`src/rtl/render_attr_map.svh`:
```
// Constants for the rendering attribute pixel gate: bit positions,
// command codes, register offsets and reset values.
// Assumes it is included by its bare name from the package and the gate.
`ifndef RENDER_ATTR_MAP_SVH
`define RENDER_ATTR_MAP_SVH

// ----------------------------------------------------------------------
// Attribute word fields
// ----------------------------------------------------------------------
`define ATTR_W 12
`define ATTR_TRANSPARENT 10
`define ATTR_TILE 9
`define ATTR_USER_REGION 8
`define ATTR_NET 6
`define ATTR_PARITY 5
`define ATTR_TWO_PIXEL 4
`define ATTR_LINEAR 3
`define ATTR_HALF 1
`define ATTR_WORK 0
`define ATTR_THICK_UL 3
`define ATTR_DOUBLE_UL 2
`define ATTR_THICK_DR 1
`define ATTR_DOUBLE_DR 0

// ----------------------------------------------------------------------
// Command codes
// ----------------------------------------------------------------------
`define CMD_QUAD_MULTI 5'h00
`define CMD_QUAD_BINARY 5'h01
`define CMD_QUAD_SOLID 5'h02
`define CMD_TRAP_FILL 5'h08
`define CMD_REL_TRAP_FILL 5'h09
`define CMD_WORK_STROKE 5'h0A
`define CMD_REL_WORK_STROKE 5'h0B
`define CMD_STROKE 5'h0C
`define CMD_REL_STROKE 5'h0D
`define CMD_TEX_STROKE 5'h0E
`define CMD_REL_TEX_STROKE 5'h0F

// ----------------------------------------------------------------------
// Register map
// ----------------------------------------------------------------------
`define REG_SYS_MIN 8'h00
`define REG_SYS_MAX 8'h04
`define REG_USR_MIN 8'h08
`define REG_USR_MAX 8'h0C
`define REG_BG_COLOUR 8'h10
`define REG_FG_COLOUR 8'h14
`define REG_STATUS 8'h18
`define REG_CONTROL 8'h1C
`define COORD_W 11
`define COORD_Y_LSB 16
`define MIN_RESET 11'h400
`define MAX_RESET 11'h3FF
`define COLOUR_RESET 16'h0000
`define RESP_OKAY 2'h0
`define RESP_SLVERR 2'h2

`endif

```
`src/rtl/render_attr_pkg.sv`:
```
// Types shared by the rendering attribute pixel gate.
// Assumes render_attr_map.svh is on the include path.
`include "render_attr_map.svh"

package render_attr_pkg;

  // ----------------------------------------------------------------------
  // Pixel source classes
  // ----------------------------------------------------------------------
  typedef enum logic [2:0] {
    SRC_NONE,
    SRC_MULTI,
    SRC_BINARY,
    SRC_COLOUR,
    SRC_WORK_VALUE,
    SRC_WORK_TOGGLE
  } src_kind_t;

  typedef logic signed [`COORD_W-1:0] coord_t;

endpackage

```
`src/rtl/render_attribute_pixel_gate.sv`:
```
// Per-pixel rendering attribute gate with an AXI4-Lite register port.
// Assumes commands and pixels arrive from logic on mclk, one pixel stream.
//
// What this block does
// - Transparent binary: skip zero, foreground on one
// - Opaque binary: background on zero, foreground one
// - Transparent multi-valued: all-zero source pixel skipped
// - Tile bit: repeat source, else scale it
// - Region select 0: user_region_select to system rectangle
// - Region select 1: user rectangle only
// - User_region_select bounds are inclusive
// - Net drawing: write when x+y parity matches, except work strokes and trap fills
// - Parity bit qualifies net and half sampling
// - Work strokes write parity bit into work
// - Half sampling: every other source pixel, binary quad
// - Work masking: write only where work bit set
// - Masking for quads only; textured strokes ignore
// - Independent thicken per side, double gives two
// - Parallel copies per segment, stroke commands only
// - Linear source address, multi-valued quad only
// - Two-pixel mode: pairs, region select only
`timescale 1ns/1ps
`include "render_attr_map.svh"

module render_attribute_pixel_gate (
  // Clock and reset
  input wire logic mclk,
  input wire logic reset_n,
  // AXI4-Lite slave
  input wire logic [7:0] s_axi_awaddr,
  input wire logic s_axi_awvalid,
  output logic s_axi_awready,
  input wire logic [31:0] s_axi_wdata,
  input wire logic [3:0] s_axi_wstrb,
  input wire logic s_axi_wvalid,
  output logic s_axi_wready,
  output logic [1:0] s_axi_bresp,
  output logic s_axi_bvalid,
  input wire logic s_axi_bready,
  input wire logic [7:0] s_axi_araddr,
  input wire logic s_axi_arvalid,
  output logic s_axi_arready,
  output logic [31:0] s_axi_rdata,
  output logic [1:0] s_axi_rresp,
  output logic s_axi_rvalid,
  input wire logic s_axi_rready,
  // Command load
  input wire logic cmd_load,
  input wire logic [4:0] cmd_code,
  input wire logic [`ATTR_W-1:0] cmd_attr,
  // Command configuration for the engines
  output logic tile_repeat_enable,
  output logic half_sample_enable,
  output logic half_sample_phase,
  output logic linear_source_address,
  output logic two_pixel_mode,
  output logic [1:0] extra_up_left,
  output logic [1:0] extra_down_right,
  output logic [2:0] line_width,
  // Pixel input
  input wire logic pix_valid,
  output logic pix_ready,
  input wire logic signed [`COORD_W-1:0] pix_x,
  input wire logic signed [`COORD_W-1:0] pix_y,
  input wire logic pix_src_bit,
  input wire logic [15:0] pix_src_data,
  input wire logic [15:0] pix_src_data_odd,
  input wire logic pix_work_bit,
  // Pixel output
  output logic out_valid,
  input wire logic out_ready,
  output logic [1:0] out_write,
  output logic out_to_work,
  output logic signed [`COORD_W-1:0] out_x,
  output logic signed [`COORD_W-1:0] out_y,
  output logic [15:0] out_colour,
  output logic [15:0] out_colour_odd
);

  // ----------------------------------------------------------------------
  // Register file
  // ----------------------------------------------------------------------
  logic [`COORD_W-1:0] sys_min_x_r, sys_min_y_r, sys_max_x_r, sys_max_y_r;
  logic [`COORD_W-1:0] usr_min_x_r, usr_min_y_r, usr_max_x_r, usr_max_y_r;
  logic [15:0] bg_colour_r, fg_colour_r, wr_count_r, skip_count_r;
  logic bvalid_r, rvalid_r;
  logic [1:0] bresp_r, rresp_r;
  logic [31:0] rdata_r;
  logic [31:0] wmask, rd_word, wr_old, wr_word;
  logic wr_go, rd_go, rd_hit, wr_hit, count_clear;

  always_comb begin
    wmask = {{8{s_axi_wstrb[3]}}, {8{s_axi_wstrb[2]}},
             {8{s_axi_wstrb[1]}}, {8{s_axi_wstrb[0]}}};
    wr_go = s_axi_awvalid && s_axi_wvalid && !bvalid_r;
    rd_go = s_axi_arvalid && !rvalid_r;
    wr_hit = (s_axi_awaddr[1:0] == 2'h0) && (s_axi_awaddr <= `REG_CONTROL);
    rd_hit = 1'b1;
    case (s_axi_araddr)
      `REG_SYS_MIN: rd_word = {5'h00, sys_min_y_r, 5'h00, sys_min_x_r};
      `REG_SYS_MAX: rd_word = {5'h00, sys_max_y_r, 5'h00, sys_max_x_r};
      `REG_USR_MIN: rd_word = {5'h00, usr_min_y_r, 5'h00, usr_min_x_r};
      `REG_USR_MAX: rd_word = {5'h00, usr_max_y_r, 5'h00, usr_max_x_r};
      `REG_BG_COLOUR: rd_word = {16'h0000, bg_colour_r};
      `REG_FG_COLOUR: rd_word = {16'h0000, fg_colour_r};
      `REG_STATUS: rd_word = {skip_count_r, wr_count_r};
      `REG_CONTROL: rd_word = 32'h0000_0000;
      default: begin
        rd_word = 32'h0000_0000;
        rd_hit = 1'b0;
      end
    endcase
    case (s_axi_awaddr)
      `REG_SYS_MIN: wr_old = {5'h00, sys_min_y_r, 5'h00, sys_min_x_r};
      `REG_SYS_MAX: wr_old = {5'h00, sys_max_y_r, 5'h00, sys_max_x_r};
      `REG_USR_MIN: wr_old = {5'h00, usr_min_y_r, 5'h00, usr_min_x_r};
      `REG_USR_MAX: wr_old = {5'h00, usr_max_y_r, 5'h00, usr_max_x_r};
      `REG_BG_COLOUR: wr_old = {16'h0000, bg_colour_r};
      `REG_FG_COLOUR: wr_old = {16'h0000, fg_colour_r};
      default: wr_old = 32'h0000_0000;
    endcase
    wr_word = (wr_old & ~wmask) | (s_axi_wdata & wmask);
    count_clear = wr_go && (s_axi_awaddr == `REG_CONTROL) &&
                  s_axi_wstrb[0] && s_axi_wdata[0];
  end

  always_ff @(posedge mclk) begin
    if (!reset_n) begin
      sys_min_x_r <= `MIN_RESET;
      sys_min_y_r <= `MIN_RESET;
      sys_max_x_r <= `MAX_RESET;
      sys_max_y_r <= `MAX_RESET;
      usr_min_x_r <= `MIN_RESET;
      usr_min_y_r <= `MIN_RESET;
      usr_max_x_r <= `MAX_RESET;
      usr_max_y_r <= `MAX_RESET;
      bg_colour_r <= `COLOUR_RESET;
      fg_colour_r <= `COLOUR_RESET;
      bvalid_r <= 1'b0;
      bresp_r <= `RESP_OKAY;
      rvalid_r <= 1'b0;
      rresp_r <= `RESP_OKAY;
      rdata_r <= 32'h0000_0000;
    end else begin
      if (wr_go) begin
        bvalid_r <= 1'b1;
        bresp_r <= wr_hit ? `RESP_OKAY : `RESP_SLVERR;
        case (s_axi_awaddr)
          `REG_SYS_MIN: {sys_min_y_r, sys_min_x_r} <=
            {wr_word[26:16], wr_word[10:0]};
          `REG_SYS_MAX: {sys_max_y_r, sys_max_x_r} <=
            {wr_word[26:16], wr_word[10:0]};
          `REG_USR_MIN: {usr_min_y_r, usr_min_x_r} <=
            {wr_word[26:16], wr_word[10:0]};
          `REG_USR_MAX: {usr_max_y_r, usr_max_x_r} <=
            {wr_word[26:16], wr_word[10:0]};
          `REG_BG_COLOUR: bg_colour_r <= wr_word[15:0];
          `REG_FG_COLOUR: fg_colour_r <= wr_word[15:0];
          default: ;
        endcase
      end else if (s_axi_bready) begin
        bvalid_r <= 1'b0;
      end
      if (rd_go) begin
        rvalid_r <= 1'b1;
        rdata_r <= rd_word;
        rresp_r <= rd_hit ? `RESP_OKAY : `RESP_SLVERR;
      end else if (s_axi_rready) begin
        rvalid_r <= 1'b0;
      end
    end
  end

  assign s_axi_awready = wr_go;
  assign s_axi_wready = wr_go;
  assign s_axi_bvalid = bvalid_r;
  assign s_axi_bresp = bresp_r;
  assign s_axi_arready = !rvalid_r;
  assign s_axi_rvalid = rvalid_r;
  assign s_axi_rdata = rdata_r;
  assign s_axi_rresp = rresp_r;

  // ----------------------------------------------------------------------
  // Command decode
  // ----------------------------------------------------------------------
  // Unsupported attribute bits are trusted to be zero, so decode masks
  // by command where a bit is shared with another meaning, plus tile and two-pixel.
  logic [4:0] code_r, code_nxt;
  logic [`ATTR_W-1:0] attr_r, attr_nxt;
  logic is_quad, is_binary, is_stroke, is_work_stroke, is_trap, is_tex;

  always_comb begin
    code_nxt = cmd_load ? cmd_code : code_r;
    attr_nxt = cmd_load ? cmd_attr : attr_r;
  end

  always_ff @(posedge mclk) begin
    if (!reset_n) begin
      code_r <= 5'h1F;
      attr_r <= '0;
    end else begin
      code_r <= code_nxt;
      attr_r <= attr_nxt;
    end
  end

  always_comb begin
    is_quad = (code_r == `CMD_QUAD_MULTI) || (code_r == `CMD_QUAD_BINARY) ||
              (code_r == `CMD_QUAD_SOLID);
    is_tex = (code_r == `CMD_TEX_STROKE) || (code_r == `CMD_REL_TEX_STROKE);
    is_binary = (code_r == `CMD_QUAD_BINARY) || is_tex;
    is_stroke = (code_r == `CMD_STROKE) || (code_r == `CMD_REL_STROKE);
    is_work_stroke = (code_r == `CMD_WORK_STROKE) ||
                     (code_r == `CMD_REL_WORK_STROKE);
    is_trap = (code_r == `CMD_TRAP_FILL) || (code_r == `CMD_REL_TRAP_FILL);
  end

  // Engine configuration; tile and half are not checked against each
  // other, since software keeps them apart.
  assign tile_repeat_enable = attr_r[`ATTR_TILE] && (is_quad || is_tex);
  assign half_sample_enable = attr_r[`ATTR_HALF] &&
                              (code_r == `CMD_QUAD_BINARY);
  assign half_sample_phase = attr_r[`ATTR_PARITY];
  assign linear_source_address = attr_r[`ATTR_LINEAR] &&
                                 (code_r == `CMD_QUAD_MULTI);
  assign two_pixel_mode = attr_r[`ATTR_TWO_PIXEL] &&
                          ((code_r == `CMD_QUAD_MULTI) ||
                           (code_r == `CMD_QUAD_SOLID));
  // Each side widens on its own; the line engine repeats the segment once
  // per unit of extra, with no special joint handling.
  assign extra_up_left = !(is_stroke && attr_r[`ATTR_THICK_UL]) ? 2'h0 :
                         (attr_r[`ATTR_DOUBLE_UL] ? 2'h2 : 2'h1);
  assign extra_down_right = !(is_stroke && attr_r[`ATTR_THICK_DR]) ? 2'h0 :
                            (attr_r[`ATTR_DOUBLE_DR] ? 2'h2 : 2'h1);
  assign line_width = 3'h1 + {1'b0, extra_up_left} +
                      {1'b0, extra_down_right};

  // ----------------------------------------------------------------------
  // Pixel gate
  // ----------------------------------------------------------------------
  logic out_valid_r, out_valid_nxt, to_work_r, to_work_nxt;
  logic [1:0] write_r, write_nxt;
  logic signed [`COORD_W-1:0] x_r, x_nxt, y_r, y_nxt;
  logic [15:0] colour_r, colour_nxt, colour_odd_r, colour_odd_nxt;
  logic [15:0] wr_count_nxt, skip_count_nxt;
  logic take, user_region_select_ok, user_region_select_ok_odd, net_ok, work_ok, src_ok;
  logic signed [`COORD_W-1:0] lo_x, lo_y, hi_x, hi_y, x_odd;
  render_attr_pkg::src_kind_t kind;

  assign pix_ready = !out_valid_r || out_ready;
  assign take = pix_valid && pix_ready;

  always_comb begin
    lo_x = attr_r[`ATTR_USER_REGION] ? usr_min_x_r : sys_min_x_r;
    lo_y = attr_r[`ATTR_USER_REGION] ? usr_min_y_r : sys_min_y_r;
    hi_x = attr_r[`ATTR_USER_REGION] ? usr_max_x_r : sys_max_x_r;
    hi_y = attr_r[`ATTR_USER_REGION] ? usr_max_y_r : sys_max_y_r;
    x_odd = pix_x + 11'sh001;
    user_region_select_ok = (pix_x >= lo_x) && (pix_x <= hi_x) &&
              (pix_y >= lo_y) && (pix_y <= hi_y);
    user_region_select_ok_odd = (x_odd >= lo_x) && (x_odd <= hi_x) &&
                  (pix_y >= lo_y) && (pix_y <= hi_y);
    net_ok = !attr_r[`ATTR_NET] || is_work_stroke || is_trap ||
             ((pix_x[0] ^ pix_y[0]) == attr_r[`ATTR_PARITY]);
    work_ok = !(attr_r[`ATTR_WORK] && is_quad) || pix_work_bit;
    if (code_r == `CMD_QUAD_MULTI) kind = render_attr_pkg::SRC_MULTI;
    else if (is_binary) kind = render_attr_pkg::SRC_BINARY;
    else if (is_work_stroke) kind = render_attr_pkg::SRC_WORK_VALUE;
    else if (is_trap) kind = render_attr_pkg::SRC_WORK_TOGGLE;
    else if (is_quad || is_stroke) kind = render_attr_pkg::SRC_COLOUR;
    else kind = render_attr_pkg::SRC_NONE;
    colour_odd_nxt = colour_odd_r;
    src_ok = 1'b1;
    colour_nxt = fg_colour_r;
    case (kind)
      render_attr_pkg::SRC_MULTI: begin
        colour_nxt = pix_src_data;
        colour_odd_nxt = pix_src_data_odd;
        src_ok = !(attr_r[`ATTR_TRANSPARENT] &&
                   (pix_src_data == 16'h0000));
      end
      render_attr_pkg::SRC_BINARY: begin
        colour_nxt = pix_src_bit ? fg_colour_r : bg_colour_r;
        src_ok = pix_src_bit || !attr_r[`ATTR_TRANSPARENT];
      end
      render_attr_pkg::SRC_WORK_VALUE:
        colour_nxt = {15'h0000, attr_r[`ATTR_PARITY]};
      render_attr_pkg::SRC_WORK_TOGGLE: colour_nxt = 16'h0001;
      render_attr_pkg::SRC_COLOUR: colour_odd_nxt = fg_colour_r;
      default: src_ok = 1'b0;
    endcase
    out_valid_nxt = take ? 1'b1 : (out_ready ? 1'b0 : out_valid_r);
    write_nxt = write_r;
    x_nxt = x_r;
    y_nxt = y_r;
    to_work_nxt = to_work_r;
    if (!take) colour_nxt = colour_r;
    if (!take) colour_odd_nxt = colour_odd_r;
    if (take) begin
      x_nxt = pix_x;
      y_nxt = pix_y;
      to_work_nxt = is_work_stroke || is_trap;
      if (two_pixel_mode)
        write_nxt = {user_region_select_ok_odd, user_region_select_ok};
      else
        write_nxt = {1'b0, user_region_select_ok && net_ok && work_ok && src_ok};
    end
    wr_count_nxt = count_clear ? 16'h0000 : wr_count_r;
    skip_count_nxt = count_clear ? 16'h0000 : skip_count_r;
    if (take && (write_nxt != 2'h0)) wr_count_nxt = wr_count_nxt + 16'h0001;
    if (take && (write_nxt == 2'h0))
      skip_count_nxt = skip_count_nxt + 16'h0001;
  end

  always_ff @(posedge mclk) begin
    if (!reset_n) begin
      out_valid_r <= 1'b0;
      write_r <= 2'h0;
      to_work_r <= 1'b0;
      x_r <= '0;
      y_r <= '0;
      colour_r <= 16'h0000;
      colour_odd_r <= 16'h0000;
      wr_count_r <= 16'h0000;
      skip_count_r <= 16'h0000;
    end else begin
      out_valid_r <= out_valid_nxt;
      write_r <= write_nxt;
      to_work_r <= to_work_nxt;
      x_r <= x_nxt;
      y_r <= y_nxt;
      colour_r <= colour_nxt;
      colour_odd_r <= colour_odd_nxt;
      wr_count_r <= wr_count_nxt;
      skip_count_r <= skip_count_nxt;
    end
  end

  assign out_valid = out_valid_r;
  assign out_write = write_r;
  assign out_to_work = to_work_r;
  assign out_x = x_r;
  assign out_y = y_r;
  assign out_colour = colour_r;
  assign out_colour_odd = colour_odd_r;
endmodule

```
`config.mk`:
```
export PLATFORM = sky130hd
export DESIGN_NAME = render_attribute_pixel_gate
export DESIGN_NICKNAME = d
export VERILOG_FILES = /design/src/rtl/render_attr_pkg.sv /design/src/rtl/render_attribute_pixel_gate.sv
export VERILOG_INCLUDE_DIRS = /design/src /design/src/rtl
export SDC_FILE = /design/constraint.sdc
export NUM_CORES = 1
export LEC_CHECK = 0
export ABC_CLOCK_PERIOD_IN_PS = 4600
export BUFFER_PORTS_ARGS = -buffer_cell sky130_fd_sc_hd__buf_2
export CORE_UTILIZATION = 50
export DETAILED_ROUTE_END_ITERATION = 7
export MAX_ROUTING_LAYER = met4
export PLACE_DENSITY_LB_ADDON = 0.15
export SETUP_SLACK_MARGIN = 0.4
export SYNTH_ARGS = -nofsm -noshare
export SYNTH_HDL_FRONTEND = slang
export SYNTH_SLANG_ARGS = --single-unit
```
`constraint.sdc`:
```
create_clock -name mclk -period 4.6 [get_ports mclk]
set_input_delay 0.92 -clock mclk [delete_from_list [all_inputs] [get_ports mclk]]
set_output_delay 0.92 -clock mclk [all_outputs]
set_load 0.01 [all_outputs]
```
==> results.yml <==
sta:
  finalHoldViolations: 0
  final_max_slew_viol_count: 0
  tightest_slew_ps: 1256
  post-route-period-util: 0.8252
  grt_setup_unrepaired: "false"
  finClkSkew_ps: 18.29
  setup_viol_count_final: 0
  setup_tns_ps: 0
  period_needed_ps: 3796
  fmax_ghz: 0.2634
  maxSlewHeadroom: 0.1609
routing:
  dr.pass1.iters: 6
  avgViaCountPerCell: 6.110
  routedWlPerCell_microns: 20.37
  drt_iter0_markers: 1469
  routed-via-count: 14050
  totalWireLength_microns: 46850
  ant_nets: 0
  drc: 0
clocking:
  cts_tree: "done"
  clk_pin_slew_ps: 60
  htreeDepth: 1
  post_cts_buffers: 0
  numCtsBuffers: 30
  ctsLongestPathBuffers: 3
  cts_resized: 0
  root_buffer: "clkbuf_16"
  cts_sinks: 261
  cts_hold_buf: 0
  clock_latency_ps: 570
floorplan:
  fp.dieW_microns: 172.9
  initial_core_util: 0.5088
  die_h_microns: 172.9
  design.core.area_sq_um: 28700
  dieArea_sq_um: 29890
  io_pins: 247
  placementRows: 62
pwr:
  seq_power_share: 0.442
  power_frac_comb: 0.097
  p_switching_mw: 1.329
  internal_power_mw: 3.938
  p_leak_nw: 7.090
  vdd_ir_drop_max_mv: 0.2764
  switching_share: 0.2524
  clockPowerShare: 0.461
  power.density_nw_per_um2: 309.3
synthesis:
  synth-seq-cells: 261
  synth-edff-count: 0
  yosysSeqAreaShare: 0.3578
  netlist_instances: 1724
  ys.flop_type: "dfxtp_1"
  synthArstFlopShare: 0
  synth_area_sq_um: 14600
  yosys_warnings: 0
  ys_types: 78
  postSynthAreaPerCell_sq_um: 8.470
place:
  dpl.hpwl_microns: 33030
  globalplace.congestion: 0.9075
  numPortBuffers: 237
setup_path:
  worstPathMaxFanout: 33
  cp.arrival_ps: 4270
  end_kind: "flop"
  crit_path_start_kind: "flop"
  cp.required_ps: 5080
  crit_type: "flop to flop"
grt:
  grt.overflow.total: 0
  grt_pass1_vias: 13120
  grt_pass1_wl_microns: 73120
  grt_max_degree: 100
  grt_usage: 0.3130
  antenna_found_initial: 0
final_layout:
  drive_gt1_frac: 0.2124
  num_antenna_cells: 0
  areaGrowthSynthToFinish_pct: 16.64
  final_util: 0.5934
  nets: 2100
  mostFrequentLayoutCells: "nand2_1, dfxtp_1, buf_2"
  final_common_cell: "nand2_1"
worst_hold_path:
  hp-class: "flop to flop"
run:
  drv_cap: 0
run_status:
  status: "finished clean"
worst max-delay path, cell delays in order (launching register included):
cell and delay, ps:
dfxtp_2 550, buf_12 250, buf_12 200, mux2i_1 410, ha_1 330, and4_1 210, a221oi_1 250, o21ai_0 130
o2111ai_1 150, buf_4 230, a21oi_2 40, buf_4 250, or4_1 490, a21oi_1 160
area by class of cell:
cell class,count,area (sq um)
Timing Repair Buffer,267,1449
Clock buffer,43,890.9
Tap cell,384,480.5
Fill cell,2598,11670
Sequential cell,261,5226
Multi-Input combinational cell,1307,8767
Inverter,27,103.9
Clock inverter,11,115.1
sequential cells by signal (all words and copies together) (netlist names), 16 cells and up:
signal,cells
bg_colour_r,16
fg_colour_r,16
out_colour,16
out_colour_odd,16
s_axi_rdata,32
skip_count_r,16
wr_count_r,16
synth_stat cells, drive strengths merged, types with 16 or more instances:
library cell	number	area share
buf	26	0.0090
nand3	57	0.020
o221ai	16	0.0096
mux2	42	0.032
o211ai	26	0.014
nor2	120	0.031
nand4	29	0.012
or4	16	0.0082
a22oi	87	0.045
clkbuf	104	0.027
ha	70	0.060
a211oi	18	0.0096
nand2	295	0.076
mux4	22	0.034
mux2i	80	0.055
dfxtp	261	0.36
o21a	27	0.014
and2	35	0.015
o31ai	18	0.0093
a21oi	116	0.041
inv	27	0.0069
o21ai	72	0.025
through the flow:
stage	hold slack, ps	cells	power [mW]	setup WS (ps)	area, sq um
3_5_place_dp	442.5	2246	2.883	294.5	16030
5_1_grt	466.6	2300	5.430	571.5	17030
3_3_place_gp	436.9	2246	2.871	410.1	16030
4_1_cts	451.0	2300	5.282	834.5	17030
2_1_floorplan	451.3	1725	2.677	1059	14610
6_report	447.3	2300	5.268	803.9	17030
path summary, 6_finish.rpt:
path,from,end,slack [ps],cells after the start
setup / recovery,attr_r[8],skip_count_r[11],800,13
hold / removal,out_y[4],out_y[4],450,2
setup reg to reg,attr_r[8],skip_count_r[11],800,13
hold reg to reg,out_y[4],out_y[4],450,2
power by group through the flow:
| stage | combinational [mW] | clock [mW] | sequential [mW] |
|---|---|---|---|
| 6_report | 0.512 | 2.43 | 2.33 |
| 5_1_grt | 0.556 | 2.54 | 2.33 |
| 4_1_cts | 0.509 | 2.45 | 2.33 |
| 3_5_place_dp | 0.507 | 0 | 2.38 |
| 3_3_place_gp | 0.497 | 0 | 2.37 |
| 2_1_floorplan | 0.304 | 0 | 2.37 |
routing by layer:
layer  vias up  wire length, microns  global-route usage
met1      6689                 19700              0.3966
met2       603                 22070              0.5086
met4         0                  1709              0.1117
met5         -                     0                   -
met3       112                  3363             0.04507
li1       6649                     -                   -
cell families after synthesis:
logic type / after synthesis / share of synthesized area
xor gates and xnor gates: 15 / 0.01002
muxes: 144 / 0.1212
adders and majority gates: 71 / 0.06135
other: 1 / 0.0002568
buffers and inverters: 157 / 0.04275
and+or+nand+nor: 628 / 0.1987
DFF: 261 / 0.3578
AOI/OAI and AO/OA: 447 / 0.2080
Note: power is estimated with default switching activity, not from simulation.
